===== src/inc/dsw_pkg.sv =====
// Purpose: Shared constants and carrier types for the dual-port SRAM port controller
// Assumes: 25 MHz clock, 40 ns period; slowest speed grade timing figures
// Notes:   Times in ns, cycle counts derived and rounded per min/max sense
package dsw_pkg;
   localparam int unsigned CLK_PERIOD_NS = 40;
   localparam int unsigned ADDR_W        = 15;
   localparam int unsigned DATA_W        = 16;
   localparam int unsigned FLAG_ADDR_W   = 3;
   localparam int unsigned T_WP_NS       = 40;   // Write pulse width, min
   localparam int unsigned T_WZ_NS       = 25;   // Write enable to output high-Z, max
   localparam int unsigned T_DW_NS       = 30;   // Data valid to end of write, min
   localparam int unsigned T_WR_NS       = 0;    // Write recovery, min
   localparam int unsigned T_SWRD_NS     = 5;    // Flag write to read, min
   localparam int unsigned T_SAA_NS      = 55;   // Flag read access, max wait
   localparam int unsigned T_AA_NS       = 55;   // Array read access
   localparam int unsigned T_HZ_NS       = 25;   // Output turn-off after read

   function automatic int unsigned cyc_min(input int unsigned ns);
      int unsigned c;
      c = (ns + CLK_PERIOD_NS - 1) / CLK_PERIOD_NS;
      return (c < 1) ? 1 : c;
   endfunction : cyc_min

   // Least times round up; a wait for access also rounds up to be safe
   localparam int unsigned WP_CYC   = cyc_min(T_WP_NS);
   localparam int unsigned WZ_CYC   = cyc_min(T_WZ_NS);
   localparam int unsigned DW_CYC   = cyc_min(T_DW_NS);
   localparam int unsigned WR_CYC   = cyc_min(T_WR_NS);
   localparam int unsigned SWRD_CYC = cyc_min(T_SWRD_NS);
   localparam int unsigned SAA_CYC  = cyc_min(T_SAA_NS);
   localparam int unsigned AA_CYC   = cyc_min(T_AA_NS);
   localparam int unsigned HZ_CYC   = cyc_min(T_HZ_NS);
   localparam int unsigned CNT_W    = 4;

   localparam logic [DATA_W-1:0] DATA_RST = 16'h0000;
   localparam logic [ADDR_W-1:0] ADDR_RST = 15'h0000;

   typedef enum logic [1:0] {
      DSW_OP_WR_ARRAY,
      DSW_OP_RD_ARRAY,
      DSW_OP_WR_FLAG,
      DSW_OP_RD_FLAG
   } dsw_op_e;

   // User request
   typedef struct packed {
      dsw_op_e             op;
      logic [ADDR_W-1:0]   addr;
      logic [DATA_W-1:0]   wdata;
      logic [1:0]          lane_en;   // [1] upper, [0] lower, active high
   } dsw_req_s;

   // Pins driven toward the memory port, all strobes active-low as on the part
   typedef struct packed {
      logic [ADDR_W-1:0]   addr;
      logic                chip_sel_n;
      logic                flag_select_n;
      logic                rw_n;
      logic                out_en_n;
      logic                upper_lane_en_n;
      logic                lower_lane_en_n;
   } dsw_pins_s;
endpackage : dsw_pkg


===== src/design/dsw_port_ctrl.sv =====
// Purpose: Host-side controller driving one port of an async dual-port SRAM
// Assumes: Device pins are asynchronous; read data are synchronised by two flops
// Notes:   Every write is write-line controlled with output enable held high
//
// Operation
// - The controller holds chip select low with flag select high for the array, and the reverse for a flag, steady through the cycle.
// - The address changes only while the write line is high, chip select is high or both lanes are off.
// - The controller drives no write data while the device may still be driving the data pins.
// - Across a flag write and its read-back, chip select stays high.
`timescale 1ns/100ps
`default_nettype none
module dsw_port_ctrl (
   // Clock and reset
   input  wire logic                       clk,
   input  wire logic                       rst_b,
   // User request
   input  wire logic                       req_valid,
   output logic                            req_ready,
   input  wire dsw_pkg::dsw_req_s          req,
   // User answer
   output logic                            rsp_valid,
   output logic [dsw_pkg::DATA_W-1:0]      rsp_data,
   output logic                            rsp_flag,
   // Device pins
   output dsw_pkg::dsw_pins_s              pins,
   input  wire logic [dsw_pkg::DATA_W-1:0] data_pins_i,
   output logic [dsw_pkg::DATA_W-1:0]      data_pins_o,
   output logic [dsw_pkg::DATA_W-1:0]      data_pins_oe
);
   import dsw_pkg::*;

   typedef enum logic [2:0] {
      ST_IDLE,
      ST_WR_OFF,
      ST_WR_DATA,
      ST_WR_REC,
      ST_RD_WAIT,
      ST_RD_DONE,
      ST_RD_OFF
   } dsw_state_e;

   dsw_state_e             state_r;
   dsw_req_s               cur_r;
   dsw_pins_s              pins_r;
   logic [DATA_W-1:0]      wdata_r;
   logic [DATA_W-1:0]      oe_r;
   logic [DATA_W-1:0]      sync1_r;
   logic [DATA_W-1:0]      sync2_r;
   logic [DATA_W-1:0]      rsp_data_r;
   logic                   rsp_flag_r;
   logic                   rsp_valid_r;
   logic                   cnt_load;
   logic [CNT_W-1:0]       cnt_val;
   logic                   cnt_done;
   logic                   is_flag;
   logic [DATA_W-1:0]      lane_mask;

   dsw_delay_cnt u_cnt (
      .clk      (clk),
      .rst_b    (rst_b),
      .load     (cnt_load),
      .load_val (cnt_val),
      .done     (cnt_done)
   );

   assign is_flag  = (cur_r.op == DSW_OP_WR_FLAG) || (cur_r.op == DSW_OP_RD_FLAG);
   assign req_ready = (state_r == ST_IDLE);

   // Lane masks for the data drivers
   genvar gi;
   generate
      for (gi = 0; gi < DATA_W; gi++) begin : g_lane
         assign lane_mask[gi] = (gi >= 8) ? cur_r.lane_en[1] : cur_r.lane_en[0];
      end
   endgenerate

   // Two flops before any logic looks at the data pins
   always_ff @(posedge clk) begin
      if (!rst_b) begin
         sync1_r <= DATA_RST;
         sync2_r <= DATA_RST;
      end else begin
         sync1_r <= data_pins_i;
         sync2_r <= sync1_r;
      end
   end

   // Sequencer and phase timer loads
   always_comb begin
      cnt_load = 1'b0;
      cnt_val  = '0;
      case (state_r)
         ST_IDLE: begin
            if (req_valid) begin
               cnt_load = 1'b1;
               if ((req.op == DSW_OP_WR_ARRAY) || (req.op == DSW_OP_WR_FLAG)) begin
                  cnt_val = CNT_W'(WZ_CYC);
               end else if (req.op == DSW_OP_RD_FLAG) begin
                  cnt_val = CNT_W'(SAA_CYC + SWRD_CYC);
               end else begin
                  cnt_val = CNT_W'(AA_CYC);
               end
            end
         end
         ST_WR_OFF: begin
            if (cnt_done) begin
               cnt_load = 1'b1;
               cnt_val  = CNT_W'((WP_CYC > DW_CYC) ? WP_CYC : DW_CYC);
            end
         end
         ST_WR_DATA: begin
            if (cnt_done) begin
               cnt_load = 1'b1;
               cnt_val  = CNT_W'(WR_CYC);
            end
         end
         ST_RD_DONE: begin
            cnt_load = 1'b1;
            cnt_val  = CNT_W'(HZ_CYC);
         end
         default: begin
            cnt_load = 1'b0;
         end
      endcase
   end

   always_ff @(posedge clk) begin
      if (!rst_b) begin
         state_r <= ST_IDLE;
      end else begin
         case (state_r)
            ST_IDLE:    if (req_valid) state_r <= ((req.op == DSW_OP_WR_ARRAY) || (req.op == DSW_OP_WR_FLAG))
                                                  ? ST_WR_OFF : ST_RD_WAIT;
            ST_WR_OFF:  if (cnt_done) state_r <= ST_WR_DATA;
            ST_WR_DATA: if (cnt_done) state_r <= ST_WR_REC;
            ST_WR_REC:  if (cnt_done) state_r <= ST_IDLE;
            ST_RD_WAIT: if (cnt_done) state_r <= ST_RD_DONE;
            ST_RD_DONE: state_r <= ST_RD_OFF;
            ST_RD_OFF:  if (cnt_done) state_r <= ST_IDLE;
            default:    state_r <= ST_IDLE;
         endcase
      end
   end

   always_ff @(posedge clk) begin
      if (!rst_b) begin
         cur_r <= '0;
      end else if ((state_r == ST_IDLE) && req_valid) begin
         cur_r <= req;
      end
   end

   // Pin drive: address set in idle, selects in the next state, write line dropped first
   always_ff @(posedge clk) begin
      if (!rst_b) begin
         pins_r <= '{addr: ADDR_RST, default: 1'b1};
      end else begin
         case (state_r)
            ST_IDLE: begin
               pins_r <= '{addr: pins_r.addr, default: 1'b1};
               if (req_valid) begin
                  pins_r.addr <= req.addr;
                  // Write line goes low before the selects; device outputs stay off
                  pins_r.rw_n <= !((req.op == DSW_OP_WR_ARRAY) || (req.op == DSW_OP_WR_FLAG));
                  pins_r.out_en_n <= (req.op == DSW_OP_WR_ARRAY) || (req.op == DSW_OP_WR_FLAG);
               end
            end
            ST_WR_OFF, ST_RD_WAIT: begin
               pins_r.chip_sel_n    <= is_flag;
               pins_r.flag_select_n <= !is_flag;
               pins_r.upper_lane_en_n <= is_flag ? 1'b1 : !cur_r.lane_en[1];
               pins_r.lower_lane_en_n <= is_flag ? 1'b1 : !cur_r.lane_en[0];
            end
            ST_WR_DATA: begin
               // Write line rises first and ends the cycle with selects still low
               if (cnt_done) pins_r.rw_n <= 1'b1;
            end
            ST_WR_REC, ST_RD_DONE: begin
               pins_r.chip_sel_n      <= 1'b1;
               pins_r.flag_select_n   <= 1'b1;
               pins_r.upper_lane_en_n <= 1'b1;
               pins_r.lower_lane_en_n <= 1'b1;
               pins_r.out_en_n        <= 1'b1;
            end
            default: begin
               pins_r.rw_n <= 1'b1;
            end
         endcase
      end
   end

   // Write data only after the device's drivers have had time to turn off
   always_ff @(posedge clk) begin
      if (!rst_b) begin
         oe_r    <= '0;
         wdata_r <= DATA_RST;
      end else if (state_r == ST_WR_OFF && cnt_done) begin
         oe_r    <= is_flag ? {DATA_W{1'b1}} : lane_mask;
         wdata_r <= cur_r.wdata;
      end else if (state_r == ST_WR_REC && cnt_done) begin
         oe_r    <= '0;
      end
   end

   // Answer capture; a flag read takes bit 0 as the flag, all bits should agree
   always_ff @(posedge clk) begin
      if (!rst_b) begin
         rsp_valid_r <= 1'b0;
         rsp_data_r  <= DATA_RST;
         rsp_flag_r  <= 1'b1;
      end else begin
         rsp_valid_r <= 1'b0;
         if (state_r == ST_RD_DONE) begin
            rsp_valid_r <= 1'b1;
            rsp_data_r  <= sync2_r & (is_flag ? {DATA_W{1'b1}} : lane_mask);
            rsp_flag_r  <= sync2_r[0];
         end else if ((state_r == ST_WR_REC) && cnt_done) begin
            rsp_valid_r <= 1'b1;
         end
      end
   end

   assign pins         = pins_r;
   assign data_pins_o  = wdata_r;
   assign data_pins_oe = oe_r;
   assign rsp_valid    = rsp_valid_r;
   assign rsp_data     = rsp_data_r;
   assign rsp_flag     = rsp_flag_r;
endmodule : dsw_port_ctrl
`default_nettype wire


===== src/design/dsw_delay_cnt.sv =====
// Purpose: Down counter that times each phase of a port cycle
// Assumes: Load and count on the same clock as the controller
// Notes:   done is high while the count is zero
`timescale 1ns/100ps
`default_nettype none
module dsw_delay_cnt (
   // Clock and reset
   input  wire logic                     clk,
   input  wire logic                     rst_b,
   // Control
   input  wire logic                     load,
   input  wire logic [dsw_pkg::CNT_W-1:0] load_val,
   // Status
   output logic                          done
);
   import dsw_pkg::*;

   logic [CNT_W-1:0] cnt_r;

   always_ff @(posedge clk) begin
      if (!rst_b) begin
         cnt_r <= '0;
      end else if (load) begin
         cnt_r <= load_val;
      end else if (cnt_r != '0) begin
         cnt_r <= cnt_r - 1'b1;
      end
   end

   assign done = (cnt_r == '0);
endmodule : dsw_delay_cnt
`default_nettype wire


===== config.mk =====
export PLATFORM = sky130hd
export DESIGN_NAME = dsw_port_ctrl
export DESIGN_NICKNAME = d
export VERILOG_FILES = /design/src/inc/dsw_pkg.sv /design/src/design/dsw_port_ctrl.sv /design/src/design/dsw_delay_cnt.sv
export SDC_FILE = /design/constraint.sdc
export NUM_CORES = 1
export LEC_CHECK = 0
export BUFFER_PORTS_ARGS = -buffer_cell sky130_fd_sc_hd__buf_2
export CORE_UTILIZATION = 42
export DETAILED_ROUTE_END_ITERATION = 8
export PLACE_DENSITY = 0.69
export SLEW_MARGIN = 25
export SYNTH_ARGS = -nofsm -noshare
export SYNTH_HDL_FRONTEND = slang
export SYNTH_HIERARCHICAL = 1
export SYNTH_SLANG_ARGS = --single-unit

===== constraint.sdc =====
create_clock -name clk -period 1.6 [get_ports clk]
set_input_delay 0.16 -clock clk [delete_from_list [all_inputs] [get_ports clk]]
set_output_delay 0.16 -clock clk [all_outputs]
set_load 0.005 [all_outputs]

* Yosys cells after proc, flatten, opt, wreduce, memory -nomap -nowiden
Index checks and enable logic that the tools add are counted.
** Cells by class
- Add/subtract/negate cells :: 1
- Eq/ne operators :: 15
- Multiplexer cells :: 30
- Bitwise logic cells :: 2
- Reductions and logical operators :: 26
** Operators with widths (count)
- two-way mux 16 bit :: 3
- two-way mux 3 bit :: 6
- one-hot mux 3 bit (6 select lines) :: 1
- AND 16 bit :: 1
- == test 3 bit (second input constant) :: 3
- two-way mux 1 bit :: 9
- == test 2 bit (second input constant) :: 4
- two-way mux 4 bit :: 2
- != test 2 bit (second input constant) :: 4
- one-hot mux 2 bit (2 select lines) :: 2
- nonzero test 2 bit :: 4
- OR reduction 2 bit :: 4
- == test 3 x 2 -> 1 bit (second input constant) :: 2
- two-way mux 2 bit :: 3
- one-hot mux 1 bit (3 select lines) :: 2
- one-hot mux 2 bit (3 select lines) :: 1
- AND reduction 5 bit :: 1
- zero test 1 bit :: 4
- zero test 4 bit :: 1
- AND reduction 2 bit :: 2
- nonzero test 4 bit :: 1
- OR reduction 4 bit :: 1
- subtractor 4 x 1 -> 4 bit (second input constant) :: 1
- == test 3 x 1 -> 1 bit (second input constant) :: 1
- other kinds (8) :: 11
** Storage, ports and cells
- Register bits :: 130
- Bits of input ports :: 54
- Output and inout port bits :: 72
- Word-level logic and storage cells :: 93

* Longest topological paths before layout
- Depth in word-level cells :: 6
- Mapped depth :: 9
- Mapped depth without buffers :: 9

* Modules after synthesis
The synthesis kept the hierarchy.
** By module, submodules not included
- dsw_port_ctrl :: times used 1, cells each 461, area an instance 4137.7 um2, seq. area each 2222.1 um2
- dsw_delay_cnt :: times used 1, cells each 23, area an instance 230.2 um2, seq. area each 80.1 um2

* Worst setup path after synthesis
OpenSTA, ideal clock, no wires.
- Kind :: flip-flop to flip-flop
- Start point :: register u_cnt.cnt_r[0]
- End point :: register wdata_r[0] (netlist: data_pins_o[0])
- Arrival time :: 1663 ps
- Setup slack :: -137 ps
- Cell stages (with the launch flop) :: 9
- Buffers on the path :: 1
- Path through :: dfxtp_1 > inv_1 > ha_1 > nor3b_4 > nand3b_1 > nor2_1 > buf_2 > nand3_1 > o21ai_0
** On the way
- Longest elaborated chain between the ends :: 2
** RTL lines
- from (decl) :: RTL line dsw_delay_cnt.sv:18 : logic [CNT_W-1:0] cnt_r;
- from (signal assigned) :: RTL line dsw_delay_cnt.sv:24 : cnt_r <= load_val;
- from (signal assigned) :: RTL line dsw_delay_cnt.sv:26 : cnt_r <= cnt_r - 1'b1;
- zero test 4 bit :: RTL line dsw_delay_cnt.sv:30 : assign done = (cnt_r == '0);
- via cnt_done :: RTL line dsw_port_ctrl.sv:54 : logic cnt_done;
- logical AND 1 bit :: RTL line dsw_port_ctrl.sv:197 : end else if (state_r == ST_WR_OFF && cnt_done) begin
- to (signal assigned) :: RTL line dsw_port_ctrl.sv:199 : wdata_r <= cur_r.wdata;
- to (decl) :: RTL line dsw_port_ctrl.sv:45 : logic [DATA_W-1:0] wdata_r;
The timed path passes the listed nets, and every way through them passes these cells.
A chain may end at the register's enable or synchronous reset.

* Worst setup path in the final report
- Start point :: register u_cnt.cnt_r[1]
- End point :: register u_cnt.cnt_r[2]
** On the way
- Longest elaborated chain between the ends :: 4
- Elaborated cells between the ends (all ways) :: 8
- Classes of those cells :: add/sub (1); mux (4); reduce/logical (3)
** RTL lines
- zero test 4 bit * :: RTL line dsw_delay_cnt.sv:30
- via cnt_done :: RTL line dsw_port_ctrl.sv:54
- two-way mux 1 bit * :: RTL line dsw_port_ctrl.sv:106, dsw_port_ctrl.sv:112
- one-hot mux 1 bit (3 select lines) * :: RTL line dsw_port_ctrl.sv:92 : case (state_r)
- via cnt_load :: RTL line dsw_port_ctrl.sv:52 : logic cnt_load;
- two-way mux 4 bit or nonzero test 2 bit (tied branches)
The timed path passes the listed nets; every way through them passes the cells marked *. The select of a mux whose other input is x is not followed.

==> results.toml <==
[run_status]
status = "complete, but fails checks"
violations = "negative setup slack"

[layout]
drive_above_1_share_pct = 32.7
final_util_pct = 63.5
diodes = 0
final_cells = 805
final_common_cell = "buf_2"
most-common-layout-cells = "buf_2, dfxtp_1, nand2_1"
area.growth.synth_to_final_pct = 44.0
nNetsFinal = 714
fillers = 832
fin_area_um2 = 6290

[job]
cap_violations = 0

[clock_network]
clk_pin_slew_ns = 0.06
clock_latency_ns = 0.51
clk_root_buffer_cell = "clkbuf_8"
htreeDepth = 4
cts_tree = "done"
cts_buffer_depth = 2
cts_buffers = 17
cts_sinks = 115

[critical_path]
critPathLaunchType = "flip-flop"
crit_arrival_ns = 2.04
r2r_start = "u_cnt/cnt_r[1]$_SDFFE_PN0P_"
regToRegSetupSlack_ns = -0.04
worstPathMaxFanout = 4
cp_num_cells = 11
path_cells = "inv_2 -> ha_4 -> nor3b_4 -> buf_4 -> nand2_2 -> inv_2 -> o21ai_2 -> nand2_2 -> buf_6 -> nand2b_4 -> o211a_1"
worstPathRequired_ns = 1.99
path_buf_inv = 4
worst_r2r_endpoint = "u_cnt/cnt_r[2]$_SDFFE_PN0P_"
cpMaxStageDelayCell = "dfxtp_2"
max_stage_delay_ns = 0.33
crit_type = "flip-flop to flip-flop"
crit_family = "simple AND/OR/NAND/NOR gates"
endpoint_kind = "flip-flop"
r2r_cells = 11

[detailed_routing]
vias = 3822
viasPerCell = 4.75
dr_wl_met3_um = 345
highest_layer = "met4"
drc = 0
drt-total-wl_um = 10200
ant_nets = 0
routed-wl-met2_um = 5200
drt_iter0_drc = 140
met1_length_um = 4370
wl_per_cell_um = 12.6
dr.pass1.iters = 4

[global_routing]
grt_pass1_vias = 3720
grt_first_pass_wirelength_um = 16800
antenna_found_initial = 0
grt_overflow = 0
grt_use_total_pct = 19.4
grt_max_degree = 53

[place]
place_area_um2 = 5130
hpwlAfterDp_um = 6270
gp_congestion = 0.820
io_buffer_count = 125
dp_cells = 715

[worst_hold_path]
holdCritPathClass = "input pin to flip-flop"
hold_depth = 2
hp-start = "rst_b"
whs_endpoint = "pins[2]$_SDFFE_PN1P_"

[logic_synthesis]
synth-edff-count = 0
ys_ff_latch = 115
syn-cell-area_um2 = 4370
syn_inst = 484
avgSynthCellArea_um2 = 9.02
synth_warnings = 6
synth_cell_types = 47
async_flop_share_pct = 0
synth_flop_cell = "dfxtp_1"
ys_seq_area_share_pct = 52.7

[timing]
min_period_ns = 1.64
finalHoldViolations = 0
fin_ws_ns = -0.0434
post-route-period-util_pct = 103
setup_viol = 4
fmax_mhz = 608
grt_setup_unrepaired = "true"
maxSlewViolCount = 0
fin_skew_ns = 0.00542

[floorplanning]
rows = 36
dieWidth_um = 104
fp.dieH_um = 104
pin_count = 126
dieArea_um2 = 10800
initial_core_util_pct = 44.1
coreArea_um2 = 9910

[power]
p_leak_uw = 0.00271
p_per_area_nw_per_um2 = 1530
irDropWorstVdd_mv = 1.10
report_power, final:
group	internal [uW]	switching, uW
combinational	1320	1450
sequential	3230	246
clock	1980	1410
total	6530	3110
layout make-up:
class	instances	area [um^2]	share of cell area, %
well taps	133	166	2.65
inverters	6	22.5	0.358
multi-input cells	318	1870	29.7
repair buffers	201	1380	21.9
clock buffers	18	428	6.80
clock inverters	14	116	1.85
flip-flops and latches	115	2310	36.7
flip-flops by register name, indices dropped and copies added, names as in the netlist:
register      cells
data_pins_o      16
data_pins_oe      2
pins             21
u_cnt/cnt_r       4
rsp_flag          1
state_r           3
sync2_r          16
sync1_r          16
cur_r            19
rsp_data         16
rsp_valid         1
synthesized netlist by cell type (4+ instances only):
library cell | number | area [um^2]
dfxtp_1 | 115 | 2300
nand2_1 | 114 | 428
a21boi_0 | 42 | 315
nand3_1 | 38 | 190
and2_1 | 34 | 213
o21ai_0 | 26 | 130
buf_4 | 17 | 128
buf_2 | 13 | 65.1
clkbuf_1 | 12 | 45.0
a21boi_1 | 10 | 75.1
inv_1 | 6 | 22.5
nor2_1 | 6 | 22.5
nand2b_1 | 4 | 25.0
nor2b_1 | 4 | 25.0
cell families (layout without fill, tap and decap cells):
family                   after synthesis  in the layout  share of synthesized area, %
XOR/XNOR                               2              2                         0.401
flip-flops                           115            115                          52.7
AND/OR/NAND/NOR                      220            220                          24.7
adder cells (fa/ha/maj)                1              1                         0.286
buffers and inverters                 52            239                          6.85
AO/OA/AOI/OAI                         89             89                          14.0
multiplexers                           4              4                         0.945
other                                  1              2                        0.0859
per-stage QoR:
| stage | setup TNS (ns) | total power [uW] | hold slack, ns | worst slack, ns |
|---|---|---|---|---|
| after floorplan | -0.694 | 5170 | 0.287 | -0.0549 |
| final | -0.0642 | 9640 | 0.0341 | -0.0434 |
| after global routing | -2.51 | 10200 | 0.0322 | -0.156 |
| after global placement | -0.00159 | 5850 | 0.366 | -0.00159 |
| after CTS | -0.0459 | 9520 | 0.0167 | -0.0170 |
| after detailed placement | -1.37 | 5940 | 0.371 | -0.109 |
worst max-delay path by stage:
stage                                          to                        start  slack (ns)
floorplan           data_pins_oe[14]$_SDFFE_PN0P_  u_cnt/cnt_r[1]$_SDFFE_PN0P_       -0.05
global placement     data_pins_oe[7]$_SDFFE_PN0P_  u_cnt/cnt_r[1]$_SDFFE_PN0P_      -0.002
detailed placement   data_pins_oe[7]$_SDFFE_PN0P_  u_cnt/cnt_r[1]$_SDFFE_PN0P_       -0.11
CTS                   data_pins_o[8]$_SDFFE_PN0P_  u_cnt/cnt_r[1]$_SDFFE_PN0P_       -0.02
global route         data_pins_o[11]$_SDFFE_PN0P_  u_cnt/cnt_r[1]$_SDFFE_PN0P_       -0.16
finish                u_cnt/cnt_r[2]$_SDFFE_PN0P_  u_cnt/cnt_r[1]$_SDFFE_PN0P_       -0.04
worst register-to-register path, delay by kind of cell, from the launching register on:
kind	cells	cell delay, ns
adders and majority gates	1	0.14
and+or+nand+nor	4	0.46
DFF	1	0.33
buffers and inverters	4	0.42
AOI/OAI and AO/OA	2	0.18
timing repair:
action,4_1_cts,5_1_grt
endpoints found under the setup margin,19,42
pin swaps,2,3
endpoints found under the hold margin,51,0
gates resized for setup,3,14
hold buffers,51,0
setup buffers,2,5
layer usage:
metal	up-vias	global-route usage, %
met1	1785	21.9
met5	-	0
met4	0	9.49
li1	1925	-
met2	92	33.2
met3	20	5.76
Power figures use the tool's default switching activity.
